<file path="src/shared/rtps_frame_pkg.sv">
/*
 * Constants for the message framing parser: header layout, submessage
 * header layout, identifier codes, flag masks and register map.
 * Assumes nothing; used by the parser, its port checker and its testbench.
 */
package rtps_frame_pkg;

    // Message header: magic, version, vendor, participant prefix
    localparam logic [7:0] MAGIC_0 = 8'h52;
    localparam logic [7:0] MAGIC_1 = 8'h54;
    localparam logic [7:0] MAGIC_2 = 8'h50;
    localparam logic [7:0] MAGIC_3 = 8'h53;
    localparam logic [4:0] POS_MAJOR = 5'h04;
    localparam logic [4:0] POS_VENDOR_HI = 5'h06;
    localparam logic [4:0] POS_VENDOR_LO = 5'h07;
    localparam logic [4:0] POS_HDR_LAST = 5'h13;
    localparam logic [7:0] VERSION_MAJOR = 8'h02;

    // Submessage header octet positions
    localparam logic [4:0] POS_SUB_ID = 5'h00;
    localparam logic [4:0] POS_SUB_FLAGS = 5'h01;
    localparam logic [4:0] POS_SUB_LEN_A = 5'h02;
    localparam logic [4:0] POS_SUB_LEN_B = 5'h03;

    // Identifiers and classes
    localparam logic [7:0] ID_NACK_FRAG = 8'h12;
    localparam logic [7:0] ID_HEARTBEAT_FRAG = 8'h13;
    localparam logic [7:0] ID_DATA = 8'h15;
    localparam logic [7:0] ID_DATA_FRAG = 8'h16;
    localparam logic [7:0] ID_PROTO_LAST = 8'h7f;
    localparam logic [7:0] ID_VENDOR_FIRST = 8'h80;

    // Flag masks
    localparam logic [7:0] FLAG_LITTLE = 8'h01;
    localparam logic [7:0] FLAG_FINAL = 8'h02;

    // Compact locator element: address then port, one ulong each
    localparam logic [3:0] LOC_OCTETS = 4'h8;

    // Register map and fields
    localparam logic [7:0] REG_CTRL = 8'h00;
    localparam logic [7:0] REG_STATUS = 8'h04;
    localparam logic [7:0] REG_SUB_COUNT = 8'h08;
    localparam logic [7:0] REG_ERR_COUNT = 8'h0c;
    localparam int CTRL_ENABLE = 0;
    localparam int CTRL_CLEAR = 1;
    localparam logic CTRL_ENABLE_RESET = 1'b1;

    // Descriptor width: vendor 16, kind 4, last 1, id 8, flags 8, len 16
    localparam int DESC_W = 53;

    typedef enum logic [3:0] {
        K_PROTO_OTHER = 4'h0,
        K_NACK_FRAG = 4'h1,
        K_HEARTBEAT_FRAG = 4'h2,
        K_DATA = 4'h3,
        K_DATA_FRAG = 4'h4,
        K_ACKNACK = 4'h5,
        K_PAD = 4'h6,
        K_INFO_TS = 4'h7,
        K_VENDOR = 4'h8
    } kind_t;

    typedef enum logic [2:0] {
        S_HDR = 3'b000,
        S_SUB = 3'b001,
        S_BODY = 3'b010,
        S_TAIL = 3'b011,
        S_DROP = 3'b100
    } state_t;

endpackage : rtps_frame_pkg

</file>
<file path="src/core/desc_buffer.sv">
/*
 * Two-entry buffer with valid and ready on both sides; outputs come
 * straight from registers. Assumes one clock and a synchronised reset.
 */
`timescale 1ns/1ps
module desc_buffer #(
    parameter int W = 8
) (
    input wire logic clk,
    input wire logic rst_n,
    input wire logic in_valid,
    input wire logic [W-1:0] in_data,
    output logic in_ready,
    output logic out_valid,
    output logic [W-1:0] out_data,
    input wire logic out_ready
);
    logic [W-1:0] tail_data;
    logic tail_valid;
    wire push = in_valid & in_ready;
    wire pop = out_valid & out_ready;

    // Head feeds the port, tail catches a word while the head stalls
    always_ff @(posedge clk or negedge rst_n) begin
        if (!rst_n) begin
            out_valid <= 1'b0;
            out_data <= '0;
            tail_valid <= 1'b0;
            tail_data <= '0;
            in_ready <= 1'b1;
        end else begin
            if (pop || !out_valid) begin
                out_valid <= tail_valid | push;
                out_data <= tail_valid ? tail_data : in_data;
                tail_valid <= tail_valid & push;
                tail_data <= in_data;
                in_ready <= 1'b1;
            end else if (push) begin
                tail_valid <= 1'b1;
                tail_data <= in_data;
                in_ready <= 1'b0;
            end
        end
    end
endmodule : desc_buffer

</file>
<file path="src/core/rtps_message_header_parser.sv">
/*
 * Byte stream parser for publish-subscribe messages in UDP datagrams:
 * checks the message header, walks submessage headers and emits one
 * descriptor per submessage through a two-entry buffer.
 * Assumes a byte source on CLK_SYS with IN_LAST on the final octet of
 * each datagram, and a register master with single-cycle strobes.
 */
// The register offsets and the address-and-strobe port were chosen for this implementation.
`timescale 1ns/1ps
module rtps_message_header_parser #(
    parameter logic [7:0] ACKNACK_ID = 8'h06,
    parameter logic [7:0] PAD_ID = 8'h01,
    parameter logic [7:0] INFO_TS_ID = 8'h09,
    parameter logic [7:0] LOC_ID = 8'h0f
) (
    input wire logic CLK_SYS,
    input wire logic RESETN,
    input wire logic IN_VALID,
    input wire logic [7:0] IN_DATA,
    input wire logic IN_LAST,
    output logic IN_READY,
    output logic SUB_VALID,
    input wire logic SUB_READY,
    output logic [7:0] SUB_ID,
    output logic [7:0] SUB_FLAGS,
    output logic [15:0] SUB_LEN,
    output logic [3:0] SUB_KIND,
    output logic [15:0] SUB_VENDOR,
    output logic SUB_LITTLE,
    output logic SUB_ACK_FINAL,
    output logic SUB_MSG_END,
    output logic LOC_VALID,
    output logic [31:0] LOC_ADDR,
    output logic [31:0] LOC_PORT,
    input wire logic [7:0] REG_ADDR,
    input wire logic [31:0] REG_WDATA,
    input wire logic REG_WR,
    input wire logic REG_RD,
    output logic [31:0] REG_RDATA
);

    ////////////////////////////////////////////////////////////////////
    // Reset release
    logic rst_meta;
    logic rst_n;

    // Two-stage release of the asynchronous reset
    always_ff @(posedge CLK_SYS or negedge RESETN) begin
        if (!RESETN) begin
            rst_meta <= 1'b0;
            rst_n <= 1'b0;
        end else begin
            rst_meta <= 1'b1;
            rst_n <= rst_meta;
        end
    end

    ////////////////////////////////////////////////////////////////////
    // Parser state
    rtps_frame_pkg::state_t state;
    rtps_frame_pkg::state_t next_state;
    logic [4:0] cnt;
    logic [15:0] rem;
    logic [7:0] id_r;
    logic [7:0] flags_r;
    logic [7:0] len_first;
    logic [15:0] len_r;
    logic [15:0] vendor_r;
    logic [7:0] major_r;
    logic [3:0] bidx;
    logic enable;
    logic [15:0] sub_count;
    logic [15:0] err_count;
    logic buf_ready;

    // Byte handshake and header checks
    wire fire = IN_VALID & buf_ready;
    wire in_hdr = state == rtps_frame_pkg::S_HDR;
    wire in_sub = state == rtps_frame_pkg::S_SUB;
    wire in_body = state == rtps_frame_pkg::S_BODY;
    wire in_tail = state == rtps_frame_pkg::S_TAIL;
    wire [7:0] magic_byte = (cnt[1:0] == 2'd0) ? rtps_frame_pkg::MAGIC_0 :
                            (cnt[1:0] == 2'd1) ? rtps_frame_pkg::MAGIC_1 :
                            (cnt[1:0] == 2'd2) ? rtps_frame_pkg::MAGIC_2 :
                            rtps_frame_pkg::MAGIC_3;
    wire magic_bad = (cnt < 5'd4) && (IN_DATA != magic_byte);
    wire major_bad = (cnt == rtps_frame_pkg::POS_MAJOR) &&
                     (IN_DATA != rtps_frame_pkg::VERSION_MAJOR);
    wire hdr_bad = in_hdr & fire & (magic_bad | major_bad | !enable);
    wire hdr_done = in_hdr & fire & !hdr_bad & !IN_LAST &
                    (cnt == rtps_frame_pkg::POS_HDR_LAST);

    // Length octets swapped by the endianness flag
    wire little = flags_r[0];
    wire [15:0] len_now = little ? {IN_DATA, len_first} : {len_first, IN_DATA};
    wire sub_hdr_end = in_sub & fire & (cnt == rtps_frame_pkg::POS_SUB_LEN_B);
    wire pad_like = (id_r == PAD_ID) || (id_r == INFO_TS_ID);
    wire len_zero = len_now == 16'h0000;

    // Submessage ends: pad or info timestamp with zero length, body count done, or message end
    wire end_pad = sub_hdr_end & len_zero & pad_like;
    wire end_trunc = sub_hdr_end & !len_zero & IN_LAST;
    wire end_tailnow = sub_hdr_end & len_zero & !pad_like & IN_LAST;
    wire end_body = in_body & fire & ((rem == 16'h0001) | IN_LAST);
    wire end_tail = in_tail & fire & IN_LAST;
    wire push = end_pad | end_trunc | end_tailnow | end_body | end_tail;
    wire sub_cut = in_sub & fire & IN_LAST & (cnt != rtps_frame_pkg::POS_SUB_LEN_B);
    wire hdr_cut = in_hdr & fire & IN_LAST & !hdr_bad;
    wire err_evt = (hdr_bad & enable) | sub_cut | hdr_cut;

    // Kind of the current identifier
    rtps_frame_pkg::kind_t kind;
    always_comb begin
        if (id_r >= rtps_frame_pkg::ID_VENDOR_FIRST) begin
            kind = rtps_frame_pkg::K_VENDOR;
        end else if (id_r == rtps_frame_pkg::ID_NACK_FRAG) begin
            kind = rtps_frame_pkg::K_NACK_FRAG;
        end else if (id_r == rtps_frame_pkg::ID_HEARTBEAT_FRAG) begin
            kind = rtps_frame_pkg::K_HEARTBEAT_FRAG;
        end else if (id_r == rtps_frame_pkg::ID_DATA) begin
            kind = rtps_frame_pkg::K_DATA;
        end else if (id_r == rtps_frame_pkg::ID_DATA_FRAG) begin
            kind = rtps_frame_pkg::K_DATA_FRAG;
        end else if (id_r == ACKNACK_ID) begin
            kind = rtps_frame_pkg::K_ACKNACK;
        end else if (id_r == PAD_ID) begin
            kind = rtps_frame_pkg::K_PAD;
        end else if (id_r == INFO_TS_ID) begin
            kind = rtps_frame_pkg::K_INFO_TS;
        end else begin
            kind = rtps_frame_pkg::K_PROTO_OTHER;
        end
    end

    // Descriptor: only defined flag bits feed the derived outputs
    wire ack_final = (kind == rtps_frame_pkg::K_ACKNACK) &&
                     ((flags_r & rtps_frame_pkg::FLAG_FINAL) != 8'h00);
    wire [15:0] desc_len = in_sub ? len_now : len_r;
    wire [rtps_frame_pkg::DESC_W+1:0] desc = {ack_final, little, vendor_r, kind,
                                             IN_LAST, id_r, flags_r, desc_len};
    wire [rtps_frame_pkg::DESC_W+1:0] buf_out;

    ////////////////////////////////////////////////////////////////////
    // Next state
    always_comb begin
        next_state = state;
        unique case (state)
            rtps_frame_pkg::S_HDR: begin
                if (hdr_bad && !IN_LAST) begin
                    next_state = rtps_frame_pkg::S_DROP;
                end else if (hdr_done) begin
                    next_state = rtps_frame_pkg::S_SUB;
                end
            end
            rtps_frame_pkg::S_SUB: begin
                if (fire && IN_LAST) begin
                    next_state = rtps_frame_pkg::S_HDR;
                end else if (sub_hdr_end && !len_zero) begin
                    next_state = rtps_frame_pkg::S_BODY;
                end else if (sub_hdr_end && !pad_like) begin
                    next_state = rtps_frame_pkg::S_TAIL;
                end
            end
            rtps_frame_pkg::S_BODY: begin
                if (end_body) begin
                    next_state = IN_LAST ? rtps_frame_pkg::S_HDR : rtps_frame_pkg::S_SUB;
                end
            end
            rtps_frame_pkg::S_TAIL, rtps_frame_pkg::S_DROP: begin
                if (fire && IN_LAST) begin
                    next_state = rtps_frame_pkg::S_HDR;
                end
            end
            default: next_state = rtps_frame_pkg::S_DROP;
        endcase
    end

    // State and octet counters
    always_ff @(posedge CLK_SYS or negedge rst_n) begin
        if (!rst_n) begin
            state <= rtps_frame_pkg::S_HDR;
            cnt <= 5'd0;
            rem <= 16'h0000;
        end else begin
            state <= next_state;
            if (fire) begin
                cnt <= (next_state != state || end_pad || IN_LAST) ? 5'd0 : cnt + 5'd1;
                rem <= sub_hdr_end ? len_now : rem - 16'h0001;
            end
        end
    end

    // Header and submessage header fields
    always_ff @(posedge CLK_SYS or negedge rst_n) begin
        if (!rst_n) begin
            id_r <= 8'h00;
            flags_r <= 8'h00;
            len_first <= 8'h00;
            len_r <= 16'h0000;
            vendor_r <= 16'h0000;
            major_r <= 8'h00;
        end else if (fire) begin
            if (in_hdr && cnt == rtps_frame_pkg::POS_MAJOR) major_r <= IN_DATA;
            if (in_hdr && cnt == rtps_frame_pkg::POS_VENDOR_HI) vendor_r[15:8] <= IN_DATA;
            if (in_hdr && cnt == rtps_frame_pkg::POS_VENDOR_LO) vendor_r[7:0] <= IN_DATA;
            if (in_sub && cnt == rtps_frame_pkg::POS_SUB_ID) id_r <= IN_DATA;
            if (in_sub && cnt == rtps_frame_pkg::POS_SUB_FLAGS) flags_r <= IN_DATA;
            if (in_sub && cnt == rtps_frame_pkg::POS_SUB_LEN_A) len_first <= IN_DATA;
            if (sub_hdr_end) len_r <= len_now;
        end
    end

    ////////////////////////////////////////////////////////////////////
    // Compact locator: first eight body octets, address then port
    wire loc_take = in_body & fire & (id_r == LOC_ID) & (bidx < rtps_frame_pkg::LOC_OCTETS);
    wire [4:0] lane = {bidx[1:0], 3'b000};

    always_ff @(posedge CLK_SYS or negedge rst_n) begin
        if (!rst_n) begin
            bidx <= 4'h0;
            LOC_VALID <= 1'b0;
            LOC_ADDR <= 32'h00000000;
            LOC_PORT <= 32'h00000000;
        end else begin
            LOC_VALID <= loc_take & (bidx == rtps_frame_pkg::LOC_OCTETS - 4'h1);
            if (sub_hdr_end) begin
                bidx <= 4'h0;
            end else if (loc_take) begin
                bidx <= bidx + 4'h1;
                if (!bidx[2] && little) LOC_ADDR[lane +: 8] <= IN_DATA;
                if (!bidx[2] && !little) LOC_ADDR <= {LOC_ADDR[23:0], IN_DATA};
                if (bidx[2] && little) LOC_PORT[lane +: 8] <= IN_DATA;
                if (bidx[2] && !little) LOC_PORT <= {LOC_PORT[23:0], IN_DATA};
            end
        end
    end

    ////////////////////////////////////////////////////////////////////
    // Descriptor buffer; a full buffer stalls the byte input
    desc_buffer #(
        .W(rtps_frame_pkg::DESC_W + 2)
    ) u_buf (
        .clk(CLK_SYS),
        .rst_n(rst_n),
        .in_valid(push),
        .in_data(desc),
        .in_ready(buf_ready),
        .out_valid(SUB_VALID),
        .out_data(buf_out),
        .out_ready(SUB_READY)
    );

    // Descriptor fields onto the output ports
    assign IN_READY = buf_ready;
    assign SUB_ACK_FINAL = buf_out[54];
    assign SUB_LITTLE = buf_out[53];
    assign SUB_VENDOR = buf_out[52:37];
    assign SUB_KIND = buf_out[36:33];
    assign SUB_MSG_END = buf_out[32];
    assign SUB_ID = buf_out[31:24];
    assign SUB_FLAGS = buf_out[23:16];
    assign SUB_LEN = buf_out[15:0];

    ////////////////////////////////////////////////////////////////////
    // Register port
    wire wr_ctrl = REG_WR & (REG_ADDR == rtps_frame_pkg::REG_CTRL);
    wire clr = wr_ctrl & REG_WDATA[rtps_frame_pkg::CTRL_CLEAR];
    wire [31:0] status_word = {8'h00, major_r, 13'h0000, state};
    wire [31:0] rd_mux =
        (REG_ADDR == rtps_frame_pkg::REG_CTRL) ? {31'h00000000, enable} :
        (REG_ADDR == rtps_frame_pkg::REG_STATUS) ? status_word :
        (REG_ADDR == rtps_frame_pkg::REG_SUB_COUNT) ? {vendor_r, sub_count} :
        (REG_ADDR == rtps_frame_pkg::REG_ERR_COUNT) ? {16'h0000, err_count} :
        32'h00000000;

    // Control, counters and read data; a count event in a clear cycle restarts the count at one
    always_ff @(posedge CLK_SYS or negedge rst_n) begin
        if (!rst_n) begin
            enable <= rtps_frame_pkg::CTRL_ENABLE_RESET;
            sub_count <= 16'h0000;
            err_count <= 16'h0000;
            REG_RDATA <= 32'h00000000;
        end else begin
            if (wr_ctrl) enable <= REG_WDATA[rtps_frame_pkg::CTRL_ENABLE];
            if (push) sub_count <= clr ? 16'h0001 : sub_count + 16'h0001;
            else if (clr) sub_count <= 16'h0000;
            if (err_evt) err_count <= clr ? 16'h0001 : err_count + 16'h0001;
            else if (clr) err_count <= 16'h0000;
            REG_RDATA <= REG_RD ? rd_mux : 32'h00000000;
        end
    end

endmodule : rtps_message_header_parser

</file>
<file path="config.mk">
export PLATFORM = sky130hd
export DESIGN_NAME = rtps_message_header_parser
export DESIGN_NICKNAME = d
export VERILOG_FILES = /design/src/shared/rtps_frame_pkg.sv /design/src/core/desc_buffer.sv /design/src/core/rtps_message_header_parser.sv
export SDC_FILE = /design/constraint.sdc
export NUM_CORES = 1
export LEC_CHECK = 0
export BUFFER_PORTS_ARGS = -buffer_cell sky130_fd_sc_hd__clkbuf_2
export CAP_MARGIN = 5
export CORE_MARGIN = 4
export CORE_UTILIZATION = 58
export DETAILED_ROUTE_END_ITERATION = 8
export GPL_TIMING_DRIVEN = 0
export PLACE_DENSITY = 0.8
export SYNTH_ARGS = -nofsm -noshare
export SYNTH_HDL_FRONTEND = slang
export SYNTH_SLANG_ARGS = --single-unit
export TNS_END_PERCENT = 100
</file>
<file path="constraint.sdc">
create_clock -name CLK_SYS -period 11.6 [get_ports CLK_SYS]
set_clock_uncertainty 0.1 [all_clocks]
set_input_delay 2.32 -clock CLK_SYS [delete_from_list [all_inputs] [get_ports CLK_SYS]]
set_output_delay 2.32 -clock CLK_SYS [all_outputs]
set_load 0.02 [all_outputs]
</file>
==> impl_metrics.json <==
{
  "syn-num-nets": 1596,
  "r2r.worst_path.cells": 8,
  "ir_drop_v": 0.000127,
  "finalNonFillerCells": 2104,
  "swShare_pct": 24.8,
  "synthAdderAreaFrac_pct": 1.12,
  "start_util_pct": 59.0,
  "synth_edf_count": 0,
  "io_pins": 209,
  "grt_setup_unrepaired": "false",
  "grt_antenna_before_repair": 0,
  "path_max_fanout": 10,
  "dieArea_um2": 29200,
  "grt_util_all_layers_pct": 28.8,
  "cts_buffers": 36,
  "cts-htree-levels": 2,
  "synth_top_cell_area_share_pct": 54.2,
  "crit_path_start_kind": "primary input",
  "cp_data_arrival_time_ps": 5140,
  "vias": 12700,
  "cts.clk_slew.worst_paths_ps": 60,
  "r2r_setup_slack_ps": 8100,
  "syn_to_final_growth_pct": 16.9,
  "r2r-end": "sub_count[9]",
  "hold_path.class": "flop to flop",
  "via_per_inst": 6.01,
  "fillers": 1952,
  "synth-xor-area-share_pct": 1.25,
  "grt_remaining_overflow": 0,
  "synthSimpleGateAreaFrac_pct": 15.3,
  "drt_iter0_markers": 1282,
  "period_share_pct": 41.7,
  "syn_inst": 1528,
  "synth_ff_type": "dfrtp_1",
  "cp_num_cells": 9,
  "critical-path-slowest-cell": "nor3_2",
  "hold_viol_final": 0,
  "clock_latency_ps": 530,
  "grt_pass1_wl_um": 67500,
  "root_buffer": "clkbuf_16",
  "leakage_uw": 0.00846,
  "synth_top_family_by_area": "simple AND/OR/NAND/NOR gates",
  "cts_buffer_depth": 3,
  "row_count": 59,
  "report.final.slew_viol_count": 0,
  "grt_pass1_vias": 12600,
  "cts_resized": 0,
  "intPower_uw": 1970,
  "combPwrFrac_pct": 7.6,
  "io_buffers": 170,
  "drive_gt1_share_pct": 20.7,
  "ys_types": 74,
  "relSlewSlack_pct": 14.0,
  "r2r-start": "cnt[0]",
  "crit_required_ps": 11900,
  "switching_power_uw": 649,
  "die_height_um": 171,
  "avgSynthCellArea_um2": 10.1,
  "endpoint": "u_buf.tail_data[32]",
  "utilization_pct": 69.0,
  "path_delay_family": "simple AND/OR/NAND/NOR gates",
  "post-cts-setup-buffers": 0,
  "synth-async-reset-ratio_pct": 100,
  "drc": 0,
  "status": "finished, final reports clean",
  "syn-cell-area_um2": 15400,
  "layout_min_cycle_time_ps": 4840,
  "synth.most_common_cell": "dfrtp_1",
  "ant_nets": 0,
  "synthTopCellsByCount": "dfrtp_1, nand2_1, o21ai_0",
  "antennaDiodeCount": 0,
  "drt_pass1_iterations": 5,
  "p_per_area_nw_per_um2": 145,
  "grt_max_degree": 73,
  "synth.area.top_cells": "dfrtp_1, mux2_2, nand2_1",
  "place_inst": 2038,
  "synth_mux_area_share_pct": 11.4,
  "ys_seq_area_share_pct": 54.5,
  "die_w_um": 171,
  "cap_violations": 0,
  "synth_warnings": 0,
  "worst_pin_slew_ps": 1280,
  "routedWlPerCell_um": 19.9,
  "path_class": "primary input to flop",
  "setup_viol": 0,
  "end_kind": "flop",
  "critPathLaunch": "IN_DATA[0]",
  "clkPwrFrac_pct": 44.0,
  "cp_num_buf_inv": 3,
  "cts_sinks": 335,
  "max_freq_mhz": 207,
  "finalWirelength_um": 41900,
  "crit_chain": "clkbuf_1, nor4_1, mux2_2, and4_1, and3_1, buf_2, nor3_2, buf_2, mux2_2",
  "cts_hold_buf": 0,
  "cts_tree": "built",
  "power_frac_seq_pct": 48.4,
  "synth_top_cell_by_area": "dfrtp_1",
  "ys_ff_latch": 335,
  "nets": 1810,
  "dp_hpwl_um": 30000,
  "max_stage_delay_ps": 650,
  "synth_compound_area_share_pct": 13.2,
  "core_um2": 26100,
  "routabilityCongestion": 0.933
}
==> power groups by stage <==
stage	registers, uW	clock network [uW]	logic (uW)
5_1_grt	1270	1210	219
3_5_place_dp	1290	0	196
3_3_place_gp	1300	0	165
6_report	1270	1150	198
4_1_cts	1260	1160	197
2_1_floorplan	1300	0	115
==> worst min-delay path by stage <==
stage               startpoint    end  slack [ps]  cells past startpoint
floorplan             rst_meta  rst_n         230                      0
global placement      rst_meta  rst_n         240                      0
detailed placement    rst_meta  rst_n         250                      0
CTS                   rst_meta  rst_n         260                      0
global route          rst_meta  rst_n         260                      0
finish                rst_meta  rst_n         260                      0
==> flip-flops by register name (all words and copies together), names as in the netlist, 4 cells and up <==
name	cells
u_buf.out_data	54
u_buf.tail_data	54
LOC_ADDR	32
LOC_PORT	32
REG_RDATA	32
err_count	16
len_r	16
rem	16
sub_count	16
vendor_r	16
flags_r	8
id_r	8
len_first	8
major_r	8
cnt	5
bidx	4
==> layout make-up <==
class / instances / area (um^2) / area share (%)
buffer: 100 / 428 / 2.38
tap: 335 / 419 / 2.33
clock buffer: 53 / 1040 / 5.81
sequential: 335 / 8390 / 46.6
clock inverter: 12 / 146 / 0.814
inverter: 17 / 63.8 / 0.355
multi-input combinational: 1076 / 6510 / 36.2
timing repair buffer: 176 / 988 / 5.50
==> kinds of logic (layout without fill, tap and decap cells) <==
| kind of cell | Yosys count | count (layout) |
|---|---|---|
| fa+ha+maj | 14 | 14 |
| mux | 162 | 162 |
| flops | 335 | 335 |
| other cells | 1 | 1 |
| simple gates | 522 | 522 |
| compound gates | 355 | 355 |
| buf+inv | 117 | 358 |
| xor+xnor | 22 | 22 |
==> per-stage QoR <==
step / TNS (ps) / hold slack [ps] / setup WS (ps) / power, uW / instance area, um^2
after floorplan: 0 / 231 / 1480 / 1410 / 15400
after global placement: -641610 / 240 / -1980 / 1470 / 16700
after detailed placement: 0 / 246 / 6310 / 1480 / 16800
after CTS: 0 / 257 / 6840 / 2620 / 18000
after global routing: 0 / 260 / 6650 / 2710 / 18000
final: 0 / 255 / 6760 / 2610 / 18000
==> layer usage <==
layer | up-vias | global-route usage (%) | wire, um | part of all wire, %
li1 | 5756 | - | - | -
met1 | 6245 | 41.1 | 17900 | 43
met2 | 552 | 46.0 | 19600 | 47
met3 | 98 | 5.20 | 3250 | 7.8
met4 | 0 | 8.41 | 1130 | 2.7
met5 | - | 0 | 0 | 0
==> cells in the final DEF, fill, tap and decap left out, types with 4 or more instances in the layout <==
master       n
o21ai_0    169
nand3b_1     4
o221ai_1     6
a21oi_1    112
xnor2_1      5
mux2_2      95
clkbuf_1    90
mux2i_1     66
a211o_1      6
nor2_1     155
clkbuf_2   170
or3_1       18
nor2b_1      5
nor4_1      10
nand2_1    235
buf_16       4
or4_1        7
a22o_1      10
dfrtp_1    332
ha_1        13
and4_1       6
clkbuf_8     8
and2_1       9
o21ai_1      5
clkinv_2     6
and3_1      10
xor2_1      17
o2111ai_1    8
a21oi_2      6
nand4_1      6
nor3_1      12
buf_2        8
nand3_1     16
nand2b_1     6
inv_1       16
buf_1        6
o31ai_1      5
clkbuf_16   36
Power figures use the tool's default switching activity.
